<file path="config.mk">
export PLATFORM = sky130hd
export DESIGN_NAME = srh_host
export DESIGN_NICKNAME = d
export VERILOG_FILES = /design/src/core/srh_pkg.sv /design/src/core/srh_host.sv
export VERILOG_INCLUDE_DIRS = /design/src /design/src/core
export SDC_FILE = /design/constraint.sdc
export NUM_CORES = 1
export LEC_CHECK = 0
export ABC_AREA = 1
export BUFFER_PORTS_ARGS = -buffer_cell sky130_fd_sc_hd__buf_2
export CAP_MARGIN = 0
export CORE_MARGIN = 1.5
export CORE_UTILIZATION = 43
export DETAILED_ROUTE_END_ITERATION = 7
export GPL_TIMING_DRIVEN = 0
export HOLD_SLACK_MARGIN = 0.03
export PLACE_DENSITY = 0.72
export SYNTH_ARGS = -nofsm -noshare
export SYNTH_HDL_FRONTEND = slang
export SYNTH_SLANG_ARGS = --single-unit
</file>
<file path="constraint.sdc">
create_clock -name clock_i -period 1.4 [get_ports clock_i]
set_input_delay 0.07 -clock clock_i [delete_from_list [all_inputs] [get_ports clock_i]]
set_output_delay 0.07 -clock clock_i [all_outputs]
set_load 0.02 [all_outputs]
</file>
<file path="src/core/srh_params.svh">
// Constants for the scratch-pad RAM host controller
`ifndef SRH_PARAMS_SVH
`define SRH_PARAMS_SVH
`define SRH_CLK_PERIOD_NS   10
`define SRH_ADDR_SETUP_NS   25
`define SRH_ADDR_HOLD_NS    25
`define SRH_WE_PULSE_NS     25
`define SRH_READ_ACCESS_NS  30
`define SRH_SETUP_CYC  ((`SRH_ADDR_SETUP_NS + `SRH_CLK_PERIOD_NS - 1) / `SRH_CLK_PERIOD_NS)
`define SRH_HOLD_CYC   ((`SRH_ADDR_HOLD_NS + `SRH_CLK_PERIOD_NS - 1) / `SRH_CLK_PERIOD_NS)
`define SRH_PULSE_CYC  ((`SRH_WE_PULSE_NS + `SRH_CLK_PERIOD_NS - 1) / `SRH_CLK_PERIOD_NS)
`define SRH_ACCESS_CYC ((`SRH_READ_ACCESS_NS + `SRH_CLK_PERIOD_NS - 1) / `SRH_CLK_PERIOD_NS)
`define SRH_CNT_W      3
`define SRH_ADDR_W     4
`define SRH_DATA_W     4
`endif

</file>
<file path="src/core/srh_pkg.sv">
// Types for the scratch-pad RAM host controller
`include "srh_params.svh"
package srh_pkg;
  typedef enum logic [2:0] {
    ST_IDLE,
    ST_WR_SETUP,
    ST_WR_PULSE,
    ST_WR_HOLD,
    ST_RD_ACCESS,
    ST_RD_DONE
  } srh_state_e;

  typedef struct packed {
    logic                     write;
    logic [`SRH_ADDR_W-1:0]   addr;
    logic [`SRH_DATA_W-1:0]   data;
  } srh_req_s;

  typedef struct packed {
    logic                     sel_n;
    logic                     we_n;
    logic [`SRH_ADDR_W-1:0]   word_addr;
    logic [`SRH_DATA_W-1:0]   data_in;
  } srh_pins_s;
endpackage : srh_pkg
</file>
<file path="src/core/srh_host.sv">
// Host controller driving a 16x4 inverting scratch-pad RAM
//
// Overview of operation
// - Address first, strobe after setup, hold
// - Address and data lines go out unpermuted
// - Address bits are driven true, not inverted
`timescale 1ns/1ps
`default_nettype none
`include "srh_params.svh"
module srh_host #(
  parameter int unsigned SETUP_CYC  = `SRH_SETUP_CYC,
  parameter int unsigned HOLD_CYC   = `SRH_HOLD_CYC,
  parameter int unsigned PULSE_CYC  = `SRH_PULSE_CYC,
  parameter int unsigned ACCESS_CYC = `SRH_ACCESS_CYC
) (
  input  wire logic                      clock_i,
  input  wire logic                      rst_i,
  input  wire logic                      req_valid_i,
  input  wire srh_pkg::srh_req_s         req_i,
  output var  logic                      req_ready_o,
  output var  logic                      rd_valid_o,
  output var  logic [`SRH_DATA_W-1:0]    rd_data_o,
  output var  logic                      wr_done_o,
  input  wire logic [`SRH_DATA_W-1:0]    data_out_n_i,
  output var  srh_pkg::srh_pins_s        pins_o
);
  import srh_pkg::*;

  srh_state_e               state_q, state_d;
  logic [`SRH_CNT_W-1:0]    cnt_q, cnt_d;
  srh_pins_s                pins_q, pins_d;
  logic                     rd_valid_q, rd_valid_d;
  logic [`SRH_DATA_W-1:0]   rd_data_q, rd_data_d;
  logic                     wr_done_q, wr_done_d;
  logic                     req_ready_q, req_ready_d;

  // Write walk with default counts, edges counted from the take:
  //   take      address, data and select change together
  //   +3 edges  strobe falls, address has stood three cycles
  //   +6 edges  strobe rises, data stood for the whole pulse
  //   +9 edges  select rises and the done pulse goes out
  // Read walk with default counts:
  //   take      address and select change together
  //   +3 edges  access time spent, sample on the next edge
  //   +4 edges  word captured, select rises, valid pulse
  // The counter restarts at one in each timed state, so a
  // count of N keeps that state for exactly N cycles.
  // Counts above seven wrap the three-bit counter; keep
  // every timing count between one and seven.

  always_comb begin
    state_d    = state_q;
    cnt_d      = cnt_q;
    pins_d     = pins_q;
    rd_valid_d = 1'b0;
    rd_data_d  = rd_data_q;
    wr_done_d  = 1'b0;
    case (state_q)
      ST_IDLE: begin
        // Deselected between accesses so shared outputs stay free
        pins_d.sel_n = 1'b1;
        pins_d.we_n  = 1'b1;
        // Ready gates the take: no request is seen in the reset
        // cycle, where ready is still low
        if (req_valid_i && req_ready_q) begin
          // Address settles before the write strobe moves; select falls with it
          // Address and data go out true and unpermuted; the same
          // mapping serves reads and writes
          pins_d.word_addr = req_i.addr;
          pins_d.data_in   = req_i.data;
          pins_d.sel_n     = 1'b0;
          cnt_d            = `SRH_CNT_W'(1);
          state_d = req_i.write ? ST_WR_SETUP : ST_RD_ACCESS;
        end
      end
      ST_WR_SETUP: begin
        cnt_d = cnt_q + `SRH_CNT_W'(1);
        if (cnt_q >= `SRH_CNT_W'(SETUP_CYC)) begin
          pins_d.we_n = 1'b0;
          cnt_d       = `SRH_CNT_W'(1);
          state_d     = ST_WR_PULSE;
        end
      end
      ST_WR_PULSE: begin
        cnt_d = cnt_q + `SRH_CNT_W'(1);
        if (cnt_q >= `SRH_CNT_W'(PULSE_CYC)) begin
          pins_d.we_n = 1'b1;
          cnt_d       = `SRH_CNT_W'(1);
          state_d     = ST_WR_HOLD;
        end
      end
      ST_WR_HOLD: begin
        // Address and select held after strobe rises
        cnt_d = cnt_q + `SRH_CNT_W'(1);
        if (cnt_q >= `SRH_CNT_W'(HOLD_CYC)) begin
          pins_d.sel_n = 1'b1;
          wr_done_d    = 1'b1;
          state_d      = ST_IDLE;
        end
      end
      ST_RD_ACCESS: begin
        cnt_d = cnt_q + `SRH_CNT_W'(1);
        if (cnt_q >= `SRH_CNT_W'(ACCESS_CYC)) begin
          state_d = ST_RD_DONE;
        end
      end
      ST_RD_DONE: begin
        // Outputs are inverting, so undo it here
        rd_data_d    = ~data_out_n_i;
        rd_valid_d   = 1'b1;
        pins_d.sel_n = 1'b1;
        state_d      = ST_IDLE;
      end
      default: begin
        state_d = ST_IDLE;
      end
    endcase
    // Ready registers the next state, so it mirrors the idle state in the same cycle
    req_ready_d = (state_d == ST_IDLE);
  end

  always_ff @(posedge clock_i) begin
    if (rst_i) begin
      state_q          <= ST_IDLE;
      cnt_q            <= '0;
      pins_q.sel_n     <= 1'b1;
      pins_q.we_n      <= 1'b1;
      pins_q.word_addr <= '0;
      pins_q.data_in   <= '0;
      rd_valid_q       <= 1'b0;
      rd_data_q        <= '0;
      wr_done_q        <= 1'b0;
      req_ready_q      <= 1'b0;
    end else begin
      state_q    <= state_d;
      cnt_q      <= cnt_d;
      pins_q     <= pins_d;
      rd_valid_q <= rd_valid_d;
      rd_data_q  <= rd_data_d;
      wr_done_q  <= wr_done_d;
      req_ready_q <= req_ready_d;
    end
  end

  assign req_ready_o = req_ready_q;
  assign rd_valid_o  = rd_valid_q;
  assign rd_data_o   = rd_data_q;
  assign wr_done_o   = wr_done_q;
  assign pins_o      = pins_q;
endmodule : srh_host
`default_nettype wire

</file>
Word-level counts from Yosys, hierarchy flattened
Index checks and enable logic that the tools add are counted.

word-level totals
  word-level logic and storage cells = 53
  memories kept = 0
  bits in read-only memories = 0
  bits in latches = 0
  bits in registers = 23
  bits in writable memories = 0
  output and inout port bits = 17
  input port bits = 16

cells by class
  bitwise gates (word level) = 2
  $lt $le $gt $ge = 1
  add/sub/neg operators = 1
  eq/ne operators = 9
  multipliers = 0
  reduce and logical (&&, ||, !) cells = 13
  divide/modulo/power cells = 0
  muxes and demuxes = 17
  shift-type cells = 0

operators with widths
  operator                                                               count
  3-bit two-way mux                                                      8
  3-bit one-hot mux with 5 select lines                                  1
  3-bit one-hot mux with 3 select lines                                  1
  3-bit nonzero test                                                     3
  2-bit inequality test, second input constant                           4
  3-bit by 2-bit == test with 1-bit output, second input constant        2
  3-bit == test, second input constant                                   2
  3-bit zero test                                                        2
  1-bit one-hot mux with 3 select lines                                  2
  2-bit AND reduction                                                    3
  2-bit OR reduction                                                     3
  1-bit two-way mux                                                      5
  4-bit NOT                                                              1
  3-bit by 1-bit adder with 3-bit output, second input constant          1
  3-bit by 1-bit == test with 1-bit output, second input constant        1
  3-bit by 2-bit >= comparator with 1-bit output, second input constant  1
  3-bit AND reduction                                                    1
  1-bit logical AND                                                      1
  1-bit NOT                                                              1

Longest topological paths before layout
  word-level depth = 4
  mapped depth = 9
  gate-level depth less buffers = 9

Worst setup path after synthesis
No wires, ideal clock.

  kind = register to register
  from = reg cnt_q[0]
  to = reg cnt_q[0]
  data arrival time = 1.326 ns
  setup time = 0.117 ns
  buffers on the path = 0
  period minus slack after synthesis = 1.443 ns
  setup slack = -0.043 ns
  cell stages (with the launch flop) = 9
  required time = 1.283 ns
  cells stage by stage = dfxtp_1 ha_1 ha_1 inv_1 nand3_1 o21ai_0 nand2_1 nor2_1 nor2_1

on the way
  longest elaborated chain between the ends = 3
  elaborated cells between the ends (all ways) = 4
  those cells by class = add/sub (1); order compare (1); mux (2)

ends and longest elaborated chain
  item                                                                                                      RTL line                        source
  start, declared                                                                                           srh_host.sv:30                  logic [`SRH_CNT_W-1:0] cnt_q, cnt_d;
  start signal, assigned                                                                                    srh_host.sv:136                 cnt_q <= cnt_d;
  3-bit by 1-bit adder with 3-bit output or 3-bit by 2-bit >= comparator with 1-bit output (tied branches)  --
  3-bit two-way mux                                                                                         srh_host.sv:78, srh_host.sv:86
  3-bit one-hot mux with 3 select lines *                                                                   srh_host.sv:58                  case (state_q)

Mark *: on every way between the ends. The rest lies on a longest branch, timed or not.
A chain may end at the register's enable or synchronous reset.

Final worst setup path
  from = reg cnt_q[0]
  to = reg pins_q, in the netlist pins_o[9]

on the way
  longest elaborated chain between the ends = 3

ends and longest elaborated chain
  item                                            RTL line         source
  3-bit by 2-bit >= comparator with 1-bit output  srh_host.sv:95   if (cnt_q >= `SRH_CNT_W'(HOLD_CYC)) begin
  2-bit inequality test (no source line)          --
  2-bit AND reduction (no source line)            --
  end signal, assigned                            srh_host.sv:137  pins_q <= pins_d;
  end, declared                                   srh_host.sv:31   srh_pins_s pins_q, pins_d;

No other way between the ends.

==> summary.txt <==
Pwr
  • Switching share of power: 0.275
  • Cell internal pwr: 893 µW
  • Net Switching: 339 µW
  • Final Power: 1.23 mW
  • Pleak: 0.682 nW
  • Seq pwr share: 0.572
  • Comb pwr share: 0.184
  • Clk pwr share: 0.244
  • Pwr dens: 866 nW/µm²
  • VDD IR max: 0.684 mV

Die
  • Rows: 17
  • DIE HEIGHT: 51.2 µm
  • Initial Utilization: 0.455
  • Die ar.: 2620 µm²
  • Chip width: 51.2 µm
  • Boundary pin count: 33
  • Core ar.: 2190 µm²

STA
  • Unrepaired setup endpoints after global routing: true
  • Endpoints failing hold: 0
  • Worst Tran Pin Value: 0.434 ns
  • Max Clk Rate: 742 MHz
  • Fraction of the cycle the final worst path needs: 0.963
  • Slew Limit Headroom: 0.711
  • Clock skew: 0.00205 ns
  • Final Slew Violations: 0
  • Tmin final: 1.35 ns
  • Number of setup violations in the final report: 0

CTS
  • H-Tree Depth: 1
  • Clock-pin slew on the worst setup and hold paths: 0.12 ns
  • CTS max path bufs: 2
  • Worst-Skew Late Latency: 0.30 ns
  • TritonCTS buffer count: 3
  • Root Driver: clkbuf_4
  • CTS tree: done
  • TritonCTS Sinks: 23

Final layout
  • Share of post-route cells with drive strength above 1: 0.292
  • Most common cell after layout, fill and taps aside: nand2_1
  • Area growth, synth to finish: 42.7%
  • Fin nets: 211
  • Final Util: 0.649
  • Diodes inserted: 0
  • Most frequent cells in the layout: nand2_1 (44), buf_2 (33), dfxtp_1 (21), nor2_1 (18), a21oi_1 (15)
  • Fill count: 184

Detailed routing
  • Detailed Route WL: 2470 µm
  • Routed vias: 1044
  • Routed Antenna Nets: 0
  • DR vias/cell: 4.75
  • TritonRoute pass-1 iters: 4
  • Drc violations: 0
  • Avg WL per Cell: 11.2 µm
  • Starting DRC count in detailed routing: 23

Worst setup path
  • R2R cell count: 7
  • WP data required: 1.59 ns
  • Worst Path Arrival: 1.53 ns
  • CP Cell Sequence: ha_4, ha_4, inv_4, nand3_4, buf_4, nand3_1, o2111ai_1
  • Cell mode on critical path: ha_4
  • Crit path max-delay family: flip-flops
  • FF-to-FF setup slack: 0.05 ns
  • Crit path max-delay cell type: dfxtp_2
  • Worst R2R End: pins_o[9]$_SDFFE_PP1P_
  • Worst r2r src: cnt_q[0]$_SDFFE_PP0P_
  • CP Capture Type: flop
  • Worst Path Max Fanout: 6
  • CP bufs+invs: 2
  • Largest stage delay on the critical path: 0.37 ns
  • Kind of critical path: flop to flop
  • Startpoint Class: flop

Yosys
  • Number of synthesized flops with an enable pin: 0
  • Main synth FF type: dfxtp_1
  • Mapped Cells: 140
  • Syn Area/Cell: 7.12 µm²
  • Register area share after synthesis: 0.462
  • Top cells by area, synth: dfxtp_1 (46%), nand2_1 (17%), a21oi_1 (7.5%)
  • Mapped Area: 997 µm²
  • Yosys reg bits: 23
  • Cell taking the most area after synthesis: dfxtp_1
  • Top cell type's share of synthesized area: 0.462
  • Fraction of registers with async set/reset: 0
  • Syn nets: 158
  • Netlist cell types: 17
  • Yosys warns: 0

Global routing
  • Initial antenna violation count: 0
  • Largest net degree at the start of global routing: 13
  • Vias in the first global route: 985
  • All-Layer GR Usage: 0.203
  • First-pass GRT wire length: 4070 µm
  • Aggregate global routing overflow: 0

Hold path
  • Hold path cells: 3
  • Hold endpoint: pins_o[8]$_SDFFE_PP1P_
  • Start point of the worst hold path: rst_i
  • Min-delay worst type: input port to flop

Place
  • GPL Wtd Cong: 0.847
  • Port bufs: 32
  • Detailed placer's ending HPWL: 1610 µm

Status
  • Status: finished clean

Flow run
  • Max Cap Viol: 0
[flip-flops by register name (all words and copies together) (netlist names)]
name         flops
wr_done_o        1
pins_o          10
rd_valid_o       1
rd_data_o        4
req_ready_o      1
cnt_q            3
state_q          3
[synthesized netlist by cell type, types with 2 or more instances]
cell type	number
dfxtp_1	23
a21oi_1	15
nand3_1	8
or2_2	4
nor2_1	18
ha_1	2
inv_2	2
nand2_1	44
clkbuf_1	2
o21ai_0	4
inv_1	12
[through the flow]
| stage | std cells | hold slack (ns) | area, µm² | setup slack [ns] | TNS, ns |
|---|---|---|---|---|---|
| 2_1_floorplan | 140 | 0.199 | 997 | 0.0255 | 0 |
| 3_3_place_gp | 200 | 0.320 | 1190 | -0.108 | -0.218 |
| 3_5_place_dp | 200 | 0.324 | 1190 | -0.125 | -0.254 |
| 4_1_cts | 216 | 0.0321 | 1360 | 0.0184 | 0 |
| 5_1_grt | 220 | 0.0411 | 1420 | -0.0359 | -0.0359 |
| 6_report | 220 | 0.0378 | 1420 | 0.0519 | 0 |
[metal layers]
| metal | track usage | part of all wire |
|---|---|---|
| met5 | 0 | 0 |
| met4 | 0.0676 | 0.016 |
| met3 | 0.0409 | 0.056 |
| met2 | 0.361 | 0.50 |
| met1 | 0.242 | 0.43 |
[what timing repair did]
action,CTS,global route
buffers inserted,0,4
hold buffers,12,0
gates resized for setup,6,6
pin swaps,1,4
endpoints found under the hold margin,12,0
endpoints found under the setup margin,5,10
[cells by family (layout without fill, tap and decap cells)]
kind of cell,count (synthesis),after routing,share of synthesized area
buf+inv,17,69,0.0652
simple gates,78,78,0.344
compound gates,20,20,0.104
fa+ha+maj,2,2,0.0251
flops,23,23,0.462
[how the worst max path moves through the flow]
stage,depth (start not counted),end,start
2_1_floorplan,8,cnt_q[0]$_SDFFE_PP0P_,cnt_q[0]$_SDFFE_PP0P_
3_3_place_gp,8,cnt_q[0]$_SDFFE_PP0P_,cnt_q[0]$_SDFFE_PP0P_
3_5_place_dp,8,cnt_q[0]$_SDFFE_PP0P_,cnt_q[0]$_SDFFE_PP0P_
4_1_cts,8,cnt_q[0]$_SDFFE_PP0P_,cnt_q[0]$_SDFFE_PP0P_
5_1_grt,8,cnt_q[0]$_SDFFE_PP0P_,cnt_q[0]$_SDFFE_PP0P_
6_report,7,pins_o[9]$_SDFFE_PP1P_,cnt_q[0]$_SDFFE_PP0P_
[worst min-delay path: cells and delay by family]
kind | cells | cell delay [ns]
AND/OR/NAND/NOR | 1 | 0.08
buffers and inverters | 2 | 0.17
[layout make-up]
cell class	instances	area, µm²	share of cell area
clock buffer	4	26.3	0.0185
tap	28	35.0	0.0246
multi-input combinational	100	520	0.366
sequential	23	463	0.325
timing repair buffer	48	310	0.218
buffer	3	12.5	0.00880
inverter	14	55.1	0.0387
[power by group through the flow]
stage / Clock, mW / Combinational, mW / Sequential, mW
after global routing: 0.344 / 0.250 / 0.708
after CTS: 0.313 / 0.216 / 0.702
after floorplan: 0 / 0.0942 / 0.740
after detailed placement: 0 / 0.185 / 0.715
after global placement: 0 / 0.179 / 0.714
final: 0.301 / 0.226 / 0.705
Note: power is estimated with default switching activity, not from simulation.
